### src/rtm_defs.svh
// Constants for the tag transmit controller and its programming port
//
// Overview of operation
// - A frame carries exactly 154 stored bits, each Manchester encoded.
// - After a frame's last bit the tag sleeps about 100 ms.
// - Frames and sleeps alternate forever without any trigger while powered.
// - Only antenna output is the switch; high cloaks, low uncloaks the antenna.
// - Manchester rate is nominally 70 kHz, timed from the internal clock.
// - Sleep timer free-runs, unsynchronised to reader or other tags.
// - No commands or writes in field use; only contact programming writes.
// - Every one of the 154 bits can be erased and rewritten by contact.
// - Data pad is input while programming and drives data in read test.
// - Clock and data pads read low when left undriven.
// - One is uncloaked, cloaked; zero is cloaked, uncloaked; halves ~7 us.
// - Switch stays on, antenna cloaked, for the whole sleep interval.
// - Logic held in reset until supply is good, runs only after release.
`ifndef RTM_DEFS_SVH
`define RTM_DEFS_SVH

`define RTM_CLK_HZ 100000000
`define RTM_FRAME_BITS 154
`define RTM_ADDR_W 8
`define RTM_MOD_HZ 70000
`define RTM_HALF_CYC (`RTM_CLK_HZ / (2 * `RTM_MOD_HZ))
`define RTM_HALF_W 10
`define RTM_SLEEP_MS 100
`define RTM_SLEEP_CYC ((`RTM_CLK_HZ / 1000) * `RTM_SLEEP_MS)
`define RTM_SLEEP_W 24

`define RTM_MOD_RST 1'h1
`define RTM_ERASED_BIT 1'h0

`define RTM_CODE_LEN 10
`define RTM_CODE_CNT_W 4
`define RTM_CODE_ERASE 10'h1D4
`define RTM_CODE_PROG 10'h1D2
`define RTM_CODE_READ 10'h1D6

`endif

### src/rtm_pkg.sv
// Types shared by the tag transmit controller
`default_nettype none
package rtm_pkg;

  typedef enum logic [1:0] {
    RTM_TX_FIRST = 2'b00,
    RTM_TX_SECOND = 2'b01,
    RTM_TX_SLEEP = 2'b10
  } rtm_tx_state_t;

  typedef enum logic [1:0] {
    RTM_PM_CODE = 2'b00,
    RTM_PM_ERASE = 2'b01,
    RTM_PM_PROG = 2'b10,
    RTM_PM_READ = 2'b11
  } rtm_pmode_t;

endpackage
`default_nettype wire

### src/rtm_store.sv
// Non-volatile bit store with one write port and two read ports
`timescale 1ns/10ps
`default_nettype none
module rtm_store #(
  parameter int DEPTH = 154,
  parameter int AW = 8,
  parameter logic [DEPTH-1:0] INIT = '0
) (
  input wire logic clk,
  input wire logic wr_en,
  input wire logic [AW-1:0] wr_addr,
  input wire logic wr_data,
  input wire logic [AW-1:0] rd_a_addr,
  output logic rd_a_data,
  input wire logic [AW-1:0] rd_b_addr,
  output logic rd_b_data
);

  // Contents survive reset, as the cells would
  logic [DEPTH-1:0] mem_q = INIT;

  always_ff @(posedge clk) begin
    if (wr_en && (wr_addr < AW'(DEPTH))) begin
      mem_q[wr_addr] <= wr_data;
    end
  end

  always_comb begin
    rd_a_data = 1'h0;
    rd_b_data = 1'h0;
    if (rd_a_addr < AW'(DEPTH)) begin
      rd_a_data = mem_q[rd_a_addr];
    end
    if (rd_b_addr < AW'(DEPTH)) begin
      rd_b_data = mem_q[rd_b_addr];
    end
  end

endmodule
`default_nettype wire

### src/rtm_tag_tx.sv
// Tag transmit controller: Manchester frames, sleep timer, contact port
`timescale 1ns/10ps
`default_nettype none
`include "rtm_defs.svh"
module rtm_tag_tx
  import rtm_pkg::*;
#(
  parameter int FRAME_BITS = `RTM_FRAME_BITS,
  parameter int HALF_CYC = `RTM_HALF_CYC,
  parameter int SLEEP_CYC = `RTM_SLEEP_CYC,
  parameter logic [`RTM_FRAME_BITS-1:0] STORE_INIT = '0
) (
  input wire logic clk,
  input wire logic sys_rst,
  output logic mod_on_q,
  output logic frame_active_q,
  input wire logic prg_clk_pad_i,
  input wire logic prg_data_pad_i,
  output logic prg_data_pad_o_q,
  output logic prg_data_pad_oe_q,
  input wire logic prg_hv_i,
  output logic prg_busy_q
);

  localparam int AW = `RTM_ADDR_W;
  localparam int HW = `RTM_HALF_W;
  localparam int SW = `RTM_SLEEP_W;
  localparam int CW = `RTM_CODE_CNT_W;
  localparam int CL = `RTM_CODE_LEN;

  // Transmit side
  rtm_tx_state_t state_q;
  logic [HW-1:0] half_cnt_q;
  logic [SW-1:0] sleep_cnt_q;
  logic [AW-1:0] bit_idx_q;
  logic tx_bit;
  logic half_done;
  logic sleep_done;
  logic last_bit;
  logic sym_start;
  logic sym_bit;
  logic bit_hold_q;

  assign half_done = (half_cnt_q == HW'(HALF_CYC - 1));
  assign sleep_done = (sleep_cnt_q == SW'(SLEEP_CYC - 1));
  assign last_bit = (bit_idx_q == AW'(FRAME_BITS - 1));

  // Sequencer; no input other than the clock and reset can move it, so the
  // reader cannot command or trigger anything here
  always_ff @(posedge clk) begin
    if (sys_rst) begin
      state_q <= RTM_TX_FIRST;
    end else begin
      unique case (state_q)
        RTM_TX_FIRST: begin
          if (half_done) begin
            state_q <= RTM_TX_SECOND;
          end
        end
        RTM_TX_SECOND: begin
          if (half_done && last_bit) begin
            state_q <= RTM_TX_SLEEP;
          end else if (half_done) begin
            state_q <= RTM_TX_FIRST;
          end
        end
        RTM_TX_SLEEP: begin
          if (sleep_done) begin
            state_q <= RTM_TX_FIRST;
          end
        end
        default: begin
          state_q <= RTM_TX_FIRST;
        end
      endcase
    end
  end

  // Half-bit timer, idle while asleep
  always_ff @(posedge clk) begin
    if (sys_rst) begin
      half_cnt_q <= '0;
    end else if (state_q == RTM_TX_SLEEP || half_done) begin
      half_cnt_q <= '0;
    end else begin
      half_cnt_q <= half_cnt_q + HW'(1);
    end
  end

  // Free-running sleep timer: no reader or neighbour can align it, so
  // slot spread between tags comes only from their oscillators
  always_ff @(posedge clk) begin
    if (sys_rst) begin
      sleep_cnt_q <= '0;
    end else if (state_q != RTM_TX_SLEEP || sleep_done) begin
      sleep_cnt_q <= '0;
    end else begin
      sleep_cnt_q <= sleep_cnt_q + SW'(1);
    end
  end

  // Bit pointer: every frame restarts from the first stored bit
  always_ff @(posedge clk) begin
    if (sys_rst) begin
      bit_idx_q <= '0;
    end else if (state_q == RTM_TX_SECOND && half_done) begin
      if (last_bit) begin
        bit_idx_q <= '0;
      end else begin
        bit_idx_q <= bit_idx_q + AW'(1);
      end
    end
  end

  // Cell read once per symbol: contact writes go on while frames run,
  // and a cell changed between halves would break the pair
  assign sym_start = (state_q == RTM_TX_FIRST) && (half_cnt_q == '0);
  assign sym_bit = sym_start ? tx_bit : bit_hold_q;

  always_ff @(posedge clk) begin
    if (sys_rst) begin
      bit_hold_q <= 1'h0;
    end else begin
      bit_hold_q <= sym_bit;
    end
  end

  // Switch drive; one cycle behind the state, equally for every half.
  // Held cloaked in reset so a weak supply never shows a tuned tag.
  always_ff @(posedge clk) begin
    if (sys_rst) begin
      mod_on_q <= `RTM_MOD_RST;
    end else begin
      unique case (state_q)
        RTM_TX_FIRST: mod_on_q <= ~sym_bit;
        RTM_TX_SECOND: mod_on_q <= sym_bit;
        RTM_TX_SLEEP: mod_on_q <= 1'h1;
        default: mod_on_q <= 1'h1;
      endcase
    end
  end

  always_ff @(posedge clk) begin
    if (sys_rst) begin
      frame_active_q <= 1'h0;
    end else begin
      frame_active_q <= (state_q != RTM_TX_SLEEP);
    end
  end

  // Contact programming side
  // Pads are asynchronous to the oscillator; first stages feed only
  // the second. Undriven pads are pulled low outside, so an idle pad
  // reads as 0 and never shifts a one into the mode code.
  logic ck_s1_q;
  logic ck_s2_q;
  logic ck_s3_q;
  logic dt_s1_q;
  logic dt_s2_q;
  logic hv_s1_q;
  logic hv_s2_q;
  logic hv_s3_q;

  always_ff @(posedge clk) begin
    if (sys_rst) begin
      ck_s1_q <= 1'h0;
      ck_s2_q <= 1'h0;
      ck_s3_q <= 1'h0;
    end else begin
      ck_s1_q <= prg_clk_pad_i;
      ck_s2_q <= ck_s1_q;
      ck_s3_q <= ck_s2_q;
    end
  end

  always_ff @(posedge clk) begin
    if (sys_rst) begin
      dt_s1_q <= 1'h0;
      dt_s2_q <= 1'h0;
    end else begin
      dt_s1_q <= prg_data_pad_i;
      dt_s2_q <= dt_s1_q;
    end
  end

  // Third stage only keeps the last level for edge detection
  always_ff @(posedge clk) begin
    if (sys_rst) begin
      hv_s1_q <= 1'h0;
      hv_s2_q <= 1'h0;
      hv_s3_q <= 1'h0;
    end else begin
      hv_s1_q <= prg_hv_i;
      hv_s2_q <= hv_s1_q;
      hv_s3_q <= hv_s2_q;
    end
  end

  logic ck_rise;
  logic hv_rise;
  logic exit_req;

  // Pad clock at 500 kHz or less gives 100 cycles per phase here
  assign ck_rise = ck_s2_q & ~ck_s3_q;
  assign hv_rise = hv_s2_q & ~hv_s3_q;
  // Exit: clock pad already high when the high voltage arrives
  assign exit_req = hv_rise & ck_s2_q;

  rtm_pmode_t pmode_q;
  logic [CL-1:0] code_q;
  logic [CW-1:0] code_cnt_q;
  logic [AW-1:0] paddr_q;
  logic [CL-1:0] code_next;
  logic code_full;

  assign code_next = {code_q[CL-2:0], dt_s2_q};
  assign code_full = (code_cnt_q >= CW'(CL - 1));

  always_ff @(posedge clk) begin
    if (sys_rst) begin
      pmode_q <= RTM_PM_CODE;
    end else if (exit_req) begin
      pmode_q <= RTM_PM_CODE;
    end else if (pmode_q == RTM_PM_CODE && ck_rise && code_full) begin
      if (code_next == `RTM_CODE_ERASE) begin
        pmode_q <= RTM_PM_ERASE;
      end else if (code_next == `RTM_CODE_PROG) begin
        pmode_q <= RTM_PM_PROG;
      end else if (code_next == `RTM_CODE_READ) begin
        pmode_q <= RTM_PM_READ;
      end
    end
  end

  // Code shifter, first bit entered ends up most significant
  always_ff @(posedge clk) begin
    if (sys_rst || exit_req || pmode_q != RTM_PM_CODE) begin
      code_q <= '0;
    end else if (ck_rise) begin
      code_q <= code_next;
    end
  end

  // Count saturates, so a long run of noise keeps sliding the shifter
  always_ff @(posedge clk) begin
    if (sys_rst || exit_req || pmode_q != RTM_PM_CODE) begin
      code_cnt_q <= '0;
    end else if (ck_rise && !code_full) begin
      code_cnt_q <= code_cnt_q + CW'(1);
    end
  end

  // Cell pointer steps once per pad clock and stops past the last cell
  always_ff @(posedge clk) begin
    if (sys_rst || pmode_q == RTM_PM_CODE) begin
      paddr_q <= '0;
    end else if (ck_rise && paddr_q < AW'(FRAME_BITS)) begin
      paddr_q <= paddr_q + AW'(1);
    end
  end

  logic wr_mode;
  logic wr_en;
  logic wr_data;
  logic rd_bit;

  // Writes only exist behind a contact mode code; the cell write is
  // done in one cycle, well inside the time the programmer leaves
  assign wr_mode = (pmode_q == RTM_PM_ERASE) || (pmode_q == RTM_PM_PROG);
  assign wr_en = ck_rise && !exit_req && wr_mode;
  assign wr_data = (pmode_q == RTM_PM_PROG) ? dt_s2_q : `RTM_ERASED_BIT;

  rtm_store #(
    .DEPTH(FRAME_BITS),
    .AW(AW),
    .INIT(STORE_INIT)
  ) u_store (
    .clk(clk),
    .wr_en(wr_en),
    .wr_addr(paddr_q),
    .wr_data(wr_data),
    .rd_a_addr(bit_idx_q),
    .rd_a_data(tx_bit),
    .rd_b_addr(paddr_q),
    .rd_b_data(rd_bit)
  );

  // Data pad turns round only in read test
  always_ff @(posedge clk) begin
    if (sys_rst) begin
      prg_data_pad_oe_q <= 1'h0;
    end else begin
      prg_data_pad_oe_q <= (pmode_q == RTM_PM_READ);
    end
  end

  // Value held low while released, so no stale bit waits on the pad
  always_ff @(posedge clk) begin
    if (sys_rst) begin
      prg_data_pad_o_q <= 1'h0;
    end else if (pmode_q == RTM_PM_READ) begin
      prg_data_pad_o_q <= rd_bit;
    end else begin
      prg_data_pad_o_q <= 1'h0;
    end
  end

  always_ff @(posedge clk) begin
    if (sys_rst) begin
      prg_busy_q <= 1'h0;
    end else begin
      prg_busy_q <= (pmode_q != RTM_PM_CODE);
    end
  end

endmodule
`default_nettype wire

### config.mk
export PLATFORM = sky130hd
export DESIGN_NAME = rtm_tag_tx
export DESIGN_NICKNAME = d
export VERILOG_FILES = /design/src/rtm_pkg.sv /design/src/rtm_store.sv /design/src/rtm_tag_tx.sv
export VERILOG_INCLUDE_DIRS = /design/src
export SDC_FILE = /design/constraint.sdc
export NUM_CORES = 1
export LEC_CHECK = 0
export BUFFER_PORTS_ARGS = -buffer_cell sky130_fd_sc_hd__buf_2
export CAP_MARGIN = 15
export CORE_ASPECT_RATIO = 1.4
export CORE_UTILIZATION = 50
export CTS_CLUSTER_DIAMETER = 80
export CTS_CLUSTER_SIZE = 8
export DETAILED_ROUTE_END_ITERATION = 10
export PLACE_DENSITY = 0.65
export SLEW_MARGIN = 20
export SYNTH_ARGS = -nofsm -noshare
export SYNTH_HDL_FRONTEND = slang
export SYNTH_SLANG_ARGS = --single-unit
export TNS_END_PERCENT = 30
### constraint.sdc
create_clock -name clk -period 3.5 [get_ports clk]
set_input_delay 0.525 -clock clk [delete_from_list [all_inputs] [get_ports clk]]
set_output_delay 0.525 -clock clk [all_outputs]
set_load 0.05 [all_outputs]
==> impl_metrics.tcl, run 1 <==
set metrics [dict create \
    arrival_ns 3.43 \
    critical_path_class "flip-flop to flip-flop" \
    vias 7795 \
    grt_pass1_wl_um 43200 \
    clock-root-buffer "clkbuf_16" \
    ant_nets 0 \
    preCtsSetupSlack_ns 0.524 \
    via_per_inst 6.01 \
    clockBufferDepth 3 \
    core-area_mm2 0.0225 \
    end_kind "flip-flop" \
    seq_power_share_pct 48.7 \
    holdWs_ns 0.245 \
    postCtsHoldBufs 0 \
    hold_class "input port to flip-flop" \
    min_period_over_period_pct 85.9 \
    p_clk_share_pct 50.4 \
    synthesis.nets 985 \
    synth_warnings 0 \
    ys_seq_elements 235 \
    drc_errors 0 \
    startpoint_type "flip-flop" \
    async_flop_share_pct 0 \
    drt-initial-drc-count 608 \
    ios 10 \
    cpPeakStageDelay_ns 0.90 \
    met1_usage_pct 28.2 \
    insertion_delay_ns 0.50 \
    ys_types 54 \
    wl_per_cell_um 21.8 \
    worstMarginPinSlew_ns 0.862 \
    p_total_mw 6.05 \
    area_delta_synth_final_pct 12.3 \
    swShare_pct 19.6 \
    grt_pass1_vias 7915 \
    hpwl_um 18600 \
    required_ns 3.93 \
    power_frac_comb_pct 0.9 \
    stdcell_area_mm2 0.0129 \
    finClkSkew_ns 0.0149 \
    fillers 1896 \
    grtUsageTotal_pct 24.9 \
    drt-total-wl_um 28200 \
    clk_pin_slew_ns 0.05 \
    post-cts-setup-buffer-count 0 \
    num_rows 65 \
    critPathBufInv 0 \
    numCtsBuffers 35 \
    synth_flop_cell "edfxtp_1" \
    fin_crit_ns 3.01 \
    setup_tns_ns 0 \
    dr.pass1.iters 7 \
    rsz0062_at_grt "false" \
    dieHeight_um 181 \
    cts_tree "built" \
    fin_ws_ns 0.495 \
    antenna_found_initial 0 \
    gp_congestion 0.826 \
    fmax_ghz 0.333 \
    drv_slew 0 \
    grt-busiest-layer "met2" \
    ys_seq_area_share_pct 54.4 \
    grt_util_met3_pct 4.12 \
    crit_chain "mux4_2, a22o_1, a211o_1, o211ai_1, a211oi_1, o31ai_1, mux2i_1" \
    diodes 0 \
    grt_max_degree 79 \
    clkSinkCount 235 \
    crit_slowest_cell "dfxtp_4" \
    peakVddDrop_mv 0.321 \
    start_util_pct 51.0 \
    status "finished, final reports clean" \
    internal_power_mw 4.86 \
    powerDensity_mw_per_mm2 469 \
    setup_viol 0 \
    crit_family "compound AO/OA/AOI/OAI gates" \
    htree_levels 2 \
    layout_common_cells "nor2_1, edfxtp_1, mux4_2, dfxtp_1, nand2_1" \
    avgSynthCellArea_um2 11.9 \
    p_leak_nw 3.46 \
    final_common_cell "nor2_1" \
    portBuffers 9 \
    postCtsResizedCells 0 \
    worstPathMaxFanout 49 \
    drive_above_1_share_pct 16.6 \
    p_switching_mw 1.19 \
    die_x_um 130 \
    grt_use_met2_pct 44.3 \
    synth_area_mm2 0.0115 \
    maxCapViolations 0 \
    synthCells 964 \
    dieArea_mm2 0.0236 \
    placed_area_mm2 0.0119 \
    hold_viol 0 \
    layout.nets 1001 \
    gr-total-overflow 0 \
    relSlewSlack_pct 42.4 \
    synth_edf_count 154 \
]
-- flip-flops by register name (all words and copies together), names as in the netlist --
name	cells
bit_hold_q	1
bit_idx_q	8
ck_s1_q	1
ck_s2_q	1
ck_s3_q	1
code_cnt_q	4
code_q	9
dt_s1_q	1
dt_s2_q	1
frame_active_q	1
half_cnt_q	10
hv_s1_q	1
hv_s2_q	1
hv_s3_q	1
mod_on_q	1
paddr_q	8
pmode_q	2
prg_busy_q	1
prg_data_pad_o_q	1
prg_data_pad_oe_q	1
sleep_cnt_q	24
state_q	2
u_store.mem_q	154
-- power groups by stage --
stage / clock, mW / sequential, mW / combinational (mW)
after floorplan: 0 / 3.00 / 0.0348
after global placement: 0 / 3.00 / 0.0540
after detailed placement: 0 / 3.00 / 0.0547
after CTS: 3.10 / 2.94 / 0.0552
after global routing: 3.21 / 2.94 / 0.0619
final: 3.05 / 2.94 / 0.0543
-- synthesized netlist by cell type (3+ instances only) --
cell,count,area share (%)
dfxtp_1,81,14
nand3_1,41,1.8
o22a_1,4,0.30
and3_1,13,0.71
xnor2_1,21,1.6
a211oi_1,3,0.20
nor3_1,10,0.44
clkbuf_1,36,1.2
nor4_1,8,0.44
mux2i_1,21,1.8
buf_1,7,0.23
inv_1,16,0.52
mux2_2,4,0.39
edfxtp_1,154,40
nand2_1,71,2.3
mux4_2,78,15
buf_6,3,0.29
a21oi_1,21,0.91
or3_1,3,0.16
nor2_1,228,7.4
nand2b_1,6,0.33
nor4b_1,3,0.23
buf_4,3,0.20
nand4_1,13,0.71
ha_1,16,1.7
nand3b_1,5,0.33
nor2b_1,19,1.0
o211ai_1,6,0.39
buf_2,10,0.44
xor2_1,23,1.8
-- per-stage QoR --
step | utilization [%] | cells
final | 57.3 | 1297
after global routing | 57.3 | 1297
after CTS | 57.3 | 1297
after detailed placement | 52.9 | 1244
after global placement | 52.9 | 1244
after floorplan | - | 964
-- worst reg2reg max path, cell delays in order (launching register included) --
cell      delay [ns]
dfxtp_4         0.90
mux4_2          0.64
a22o_1          0.24
a211o_1         0.27
o211ai_1        0.13
a211oi_1        0.16
o31ai_1         0.38
mux2i_1         0.22
-- routing by layer --
| metal | wire (um) | share of wire (%) |
|---|---|---|
| met5 | 0 | 0 |
| met4 | 1450 | 5.1 |
| met3 | 1550 | 5.5 |
| met2 | 14900 | 53 |
| met1 | 10400 | 37 |
-- cell families (layout without fill, tap and decap cells) --
family	Yosys count	count (layout)	synth area share, %
simple gates	431	431	16.6
xor+xnor	44	44	3.35
compound gates	59	59	3.52
mux	103	103	17.5
buf+inv	76	108	2.89
fa+ha+maj	16	16	1.74
flops	235	235	54.4
-- final timing paths --
check | startpoint | to | slack, ns | cells past startpoint
worst min-delay path | prg_clk_pad_i | ck_s1_q | 0.25 | 2
worst max register to register | bit_idx_q[0] | mod_on_q | 0.49 | 7
worst min register to register | dt_s1_q | dt_s2_q | 0.44 | 1
worst max-delay path | bit_idx_q[0] | mod_on_q | 0.49 | 7
-- area by class of cell --
class	instances	area, um^2	area share [%]
clock buffer	52	982	7.61
clock inverter	1	6.26	0.0485
inverter	17	63.8	0.494
multi-input combinational	653	4910	38.1
sequential	235	6250	48.4
tap	301	377	2.92
timing repair buffer	38	313	2.42
(Power assumes the default switching activity.)
==> run 2, diff against run 1 <==
--- a/config.mk
+++ b/config.mk
@@ -13,7 +13,7 @@
 export CTS_CLUSTER_DIAMETER = 80
 export CTS_CLUSTER_SIZE = 8
 export DETAILED_ROUTE_END_ITERATION = 10
-export PLACE_DENSITY = 0.65
+export PLACE_DENSITY = 0.64
 export SLEW_MARGIN = 20
 export SYNTH_ARGS = -nofsm -noshare
 export SYNTH_HDL_FRONTEND = slang
==> impl_metrics.tcl, run 2 (synthesis results as in run 1) <==
set metrics [dict create \
    ant_nets 0 \
    post-cts-setup-buffer-count 0 \
    r2r_end "u_store.mem_q[95]" \
    drt-total-wl_um 29700 \
    top_regs "u_store.mem_q (154), sleep_cnt_q (24), half_cnt_q (10)" \
    grt_util_met3_pct 4.18 \
    status "finished, final reports clean" \
    maxCapViolations 0 \
    grt-busiest-layer "met2" \
    stdcell_area_mm2 0.0130 \
    dieArea_mm2 0.0236 \
    drive_above_1_share_pct 17.6 \
    setup_tns_ns 0 \
    fin_crit_ns 2.81 \
    ios 10 \
    grt_pass1_wl_um 45300 \
    antenna_found_initial 0 \
    fmax_ghz 0.356 \
    dp_cells 1257 \
    postCtsHoldBufs 0 \
    core-area_mm2 0.0225 \
    critPathBufInv 0 \
    stdcell_count 1319 \
    layout.nets 1014 \
    worstPathMaxFanout 18 \
    clkSinkCount 235 \
    crit_family "simple AND/OR/NAND/NOR gates" \
    critical_path_class "flip-flop to flip-flop" \
    area_delta_synth_final_pct 13.2 \
    hold_viol 0 \
    gr-total-overflow 0 \
    grt_pass1_vias 7911 \
    finClkSkew_ns 0.0215 \
    via_per_inst 6.00 \
    drt-initial-drc-count 614 \
    placed_area_mm2 0.0120 \
    final_common_cell "nor2_1" \
    hold_class "input port to flip-flop" \
    postCtsResizedCells 0 \
    start_util_pct 51.0 \
    crit_slowest_cell "and3_1" \
    min_from "prg_hv_i" \
    grt_use_met2_pct 45.7 \
    crit_chain "o211ai_1, a21boi_1, nor2_1, and3_1, nand3_1, nor2_1" \
    grt_max_degree 88 \
    powerDensity_mw_per_mm2 467 \
    met1_usage_pct 30.8 \
    gp_congestion 0.902 \
    wl_per_cell_um 22.5 \
    grtUsageTotal_pct 26.4 \
    dieHeight_um 181 \
    reg2reg_slack_ns 0.69 \
    worstMarginPinSlew_ns 0.770 \
    startpoint_type "flip-flop" \
    layout_common_cells "nor2_1, edfxtp_1, mux4_2, dfxtp_1, nand2_1" \
    required_ns 3.71 \
    clk_pin_slew_ns 0.05 \
    p_leak_nw 3.52 \
    holdPathEnd "hv_s1_q" \
    dr.pass1.iters 5 \
    peakVddDrop_mv 0.317 \
    utilization_pct 57.7 \
    clock-root-buffer "clkbuf_16" \
    drv_slew 0 \
    cts_tree "built" \
    drc_errors 0 \
    vias 7913 \
    reg2reg_from "paddr_q[1]" \
    min_period_over_period_pct 80.2 \
    portBuffers 9 \
    relSlewSlack_pct 48.6 \
    arrival_ns 3.01 \
    largest_reg_flops 154 \
    diodes 0 \
    clockBufferDepth 3 \
    worstHoldPathCells 2 \
    largest_register "u_store.mem_q" \
    cpMostUsedCell "nor2_1" \
    end_kind "flip-flop" \
    setup_viol 0 \
    insertion_delay_ns 0.52 \
    hpwl_um 20000 \
    num_rows 65 \
    cpPeakStageDelay_ns 0.58 \
    htree_levels 2 \
    rsz0062_at_grt "false" \
    r2r_cells 6 \
    die_x_um 130 \
    numCtsBuffers 35 \
]
==> run 2: cell types whose count changed in the layout (fill, tap and decap cells not counted), sizes merged <==
cell      change
clkbuf        +6
clkinvlp      +1
inv           +2
buf          +13
==> run 2: per-layer routing <==
layer | share of wire (%) | up-vias
met2 | 52 | 296
met5 | 0 | -
met3 | 5.2 | 97
met4 | 5.7 | 0
li1 | - | 3586
met1 | 37 | 3934
==> run 2: area by class of cell <==
cell class,instances,area [um^2]
Clock buffer,58,962
Clock inverter,4,33.8
Fill cell,1875,9530
Inverter,17,63.8
Multi-Input combinational cell,653,4910
Sequential cell,235,6250
Tap cell,301,377
Timing Repair Buffer,51,398
==> run 2: how the worst max path moves through the flow <==
stage	start	to	cells after the start	slack, ns
global placement	paddr_q[1]	u_store.mem_q[35]	6	0.72
finish	paddr_q[1]	u_store.mem_q[95]	6	0.69
CTS	paddr_q[1]	u_store.mem_q[37]	6	0.69
detailed placement	paddr_q[1]	u_store.mem_q[84]	6	0.66
floorplan	pmode_q[0]	u_store.mem_q[0]	3	0.40
global route	paddr_q[1]	u_store.mem_q[90]	6	0.44
==> run 2: report_power, final <==
| part | switching, mW | internal (mW) | total [mW] | leakage [nW] |
|---|---|---|---|---|
| sequential | 0.00737 | 2.94 | 2.94 | 1.72 |
| clock | 1.20 | 1.87 | 3.07 | 0.472 |
| combinational | 0.0355 | 0.0196 | 0.0551 | 1.33 |
| total | 1.24 | 4.82 | 6.07 | 3.52 |
==> run 2: per-stage QoR <==
step                      total power, mW  hold slack [ns]  worst slack [ns]
after global placement               3.05            0.424             0.718
final                                6.07            0.215             0.694
after floorplan                      3.04            0.414             0.400
after CTS                            6.12            0.207             0.695
after global routing                 6.24            0.223             0.441
after detailed placement             3.05            0.434             0.657
==> run 3, diff against run 2 <==
==> constraint.sdc (replaced) <==
create_clock -name clk -period 2.9 [get_ports clk]
set_input_delay 0.435 -clock clk [delete_from_list [all_inputs] [get_ports clk]]
set_output_delay 0.435 -clock clk [all_outputs]
set_load 0.05 [all_outputs]
==> impl_metrics.tcl, run 3 (synthesis results as in run 1) <==
set metrics [dict create \
    ant_nets 0 \
    final_common_cell "nor2_1" \
    holdPathEnd "dt_s1_q" \
    num_rows 65 \
    top_regs "u_store.mem_q (154), sleep_cnt_q (24), half_cnt_q (10)" \
    rsz0062_at_grt "false" \
    min_period_over_period_pct 93.4 \
    r2r_cells 8 \
    finClkSkew_ns 0.0135 \
    drt-total-wl_um 29200 \
    die_x_um 130 \
    hold_viol 0 \
    grt_pass1_wl_um 45200 \
    drive_above_1_share_pct 18.4 \
    worstMarginPinSlew_ns 0.771 \
    hpwl_um 19900 \
    status "finished, final reports clean" \
    ios 10 \
    grt_pass1_vias 8063 \
    fillers 1839 \
    p_leak_nw 3.59 \
    min_from "prg_data_pad_i" \
    layout.nets 1025 \
    antenna_found_initial 0 \
    drv_slew 0 \
    reg2reg_slack_ns 0.19 \
    fin_crit_ns 2.71 \
    maxCapViolations 0 \
    setup_viol 0 \
    end_kind "flip-flop" \
    vias 7912 \
    clockBufferDepth 3 \
    utilization_pct 58.4 \
    clk_pin_slew_ns 0.05 \
    setup_tns_ns 0 \
    core-area_mm2 0.0225 \
    insertion_delay_ns 0.50 \
    cts_tree "built" \
    area_delta_synth_final_pct 14.4 \
    critical_path_class "flip-flop to flip-flop" \
    worstPathMaxFanout 28 \
    required_ns 3.33 \
    drt-initial-drc-count 585 \
    largest_reg_flops 154 \
    diodes 0 \
    dp_cells 1268 \
    dieArea_mm2 0.0236 \
    cpPeakStageDelay_ns 0.71 \
    peakVddDrop_mv 0.429 \
    largest_register "u_store.mem_q" \
    numCtsBuffers 35 \
    crit_chain "buf_12, mux4_2, a22oi_1, nand4_1, o2111ai_1, a211oi_1, o31ai_1, mux2i_1" \
    postCtsHoldBufs 0 \
    reg2reg_from "bit_idx_q[0]" \
    relSlewSlack_pct 48.5 \
    wl_per_cell_um 22.0 \
    arrival_ns 3.14 \
    powerDensity_mw_per_mm2 562 \
    crit_slowest_cell "dfxtp_4" \
    dieHeight_um 181 \
    gr-total-overflow 0 \
    grtUsageTotal_pct 26.1 \
    start_util_pct 51.0 \
    critPathBufInv 1 \
    fmax_ghz 0.369 \
    portBuffers 9 \
    dr.pass1.iters 5 \
    worstHoldPathCells 2 \
    post-cts-setup-buffer-count 0 \
    crit_family "compound AO/OA/AOI/OAI gates" \
    startpoint_type "flip-flop" \
    via_per_inst 5.95 \
    grt_max_degree 69 \
    r2r_end "mod_on_q" \
    fin_ws_ns 0.191 \
    clkSinkCount 235 \
    layout_common_cells "nor2_1, edfxtp_1, mux4_2, dfxtp_1, nand2_1" \
    htree_levels 2 \
    preCtsSetupSlack_ns 0.202 \
    gp_congestion 0.870 \
    clock-root-buffer "clkbuf_16" \
    stdcell_count 1329 \
    hold_class "input port to flip-flop" \
    postCtsResizedCells 0 \
    drc_errors 0 \
]
[run 3: area by class of cell]
| cell class | count | area (um^2) | share of cell area [%] |
|---|---|---|---|
| clock buffer | 60 | 1010 | 7.70 |
| clock inverter | 1 | 7.51 | 0.0571 |
| inverter | 17 | 63.8 | 0.485 |
| multi-input combinational | 653 | 4910 | 37.4 |
| sequential | 235 | 6250 | 47.6 |
| tap | 301 | 377 | 2.87 |
| timing repair buffer | 62 | 518 | 3.94 |
[run 3: power by group]
part,leakage (nW),switching [mW],internal (mW)
Sequential,1.72,0.00987,3.54
Combinational,1.39,0.0429,0.0243
Clock,0.483,1.42,2.35
Total,3.59,1.47,5.91
[run 3: how the worst max path moves through the flow]
stage	from	to	slack [ns]	depth (start not counted)
after floorplan	paddr_q[0]	prg_data_pad_o_q	0.37	7
after detailed placement	bit_idx_q[0]	mod_on_q	0.20	8
after global placement	bit_idx_q[0]	mod_on_q	0.24	8
after CTS	bit_idx_q[0]	mod_on_q	0.17	8
final	bit_idx_q[0]	mod_on_q	0.19	8
after global routing	bit_idx_q[0]	mod_on_q	0.02	8
[run 3: stage by stage]
stage	total power [mW]	hold WS (ns)	area [um^2]
after detailed placement	3.68	0.425	12100
final	7.39	0.157	13100
after global placement	3.68	0.429	12100
after global routing	7.59	0.152	13100
after CTS	7.45	0.149	13100
after floorplan	3.67	0.414	11500
[run 3: per-layer routing]
| layer | part of all wire [%] | wire (um) | global-route usage, % |
|---|---|---|---|
| met1 | 38 | 11100 | 29.9 |
| met2 | 52 | 15200 | 45.7 |
| met3 | 4.6 | 1350 | 4.15 |
| met4 | 5.5 | 1620 | 14.4 |
| met5 | 0 | 0 | 0 |
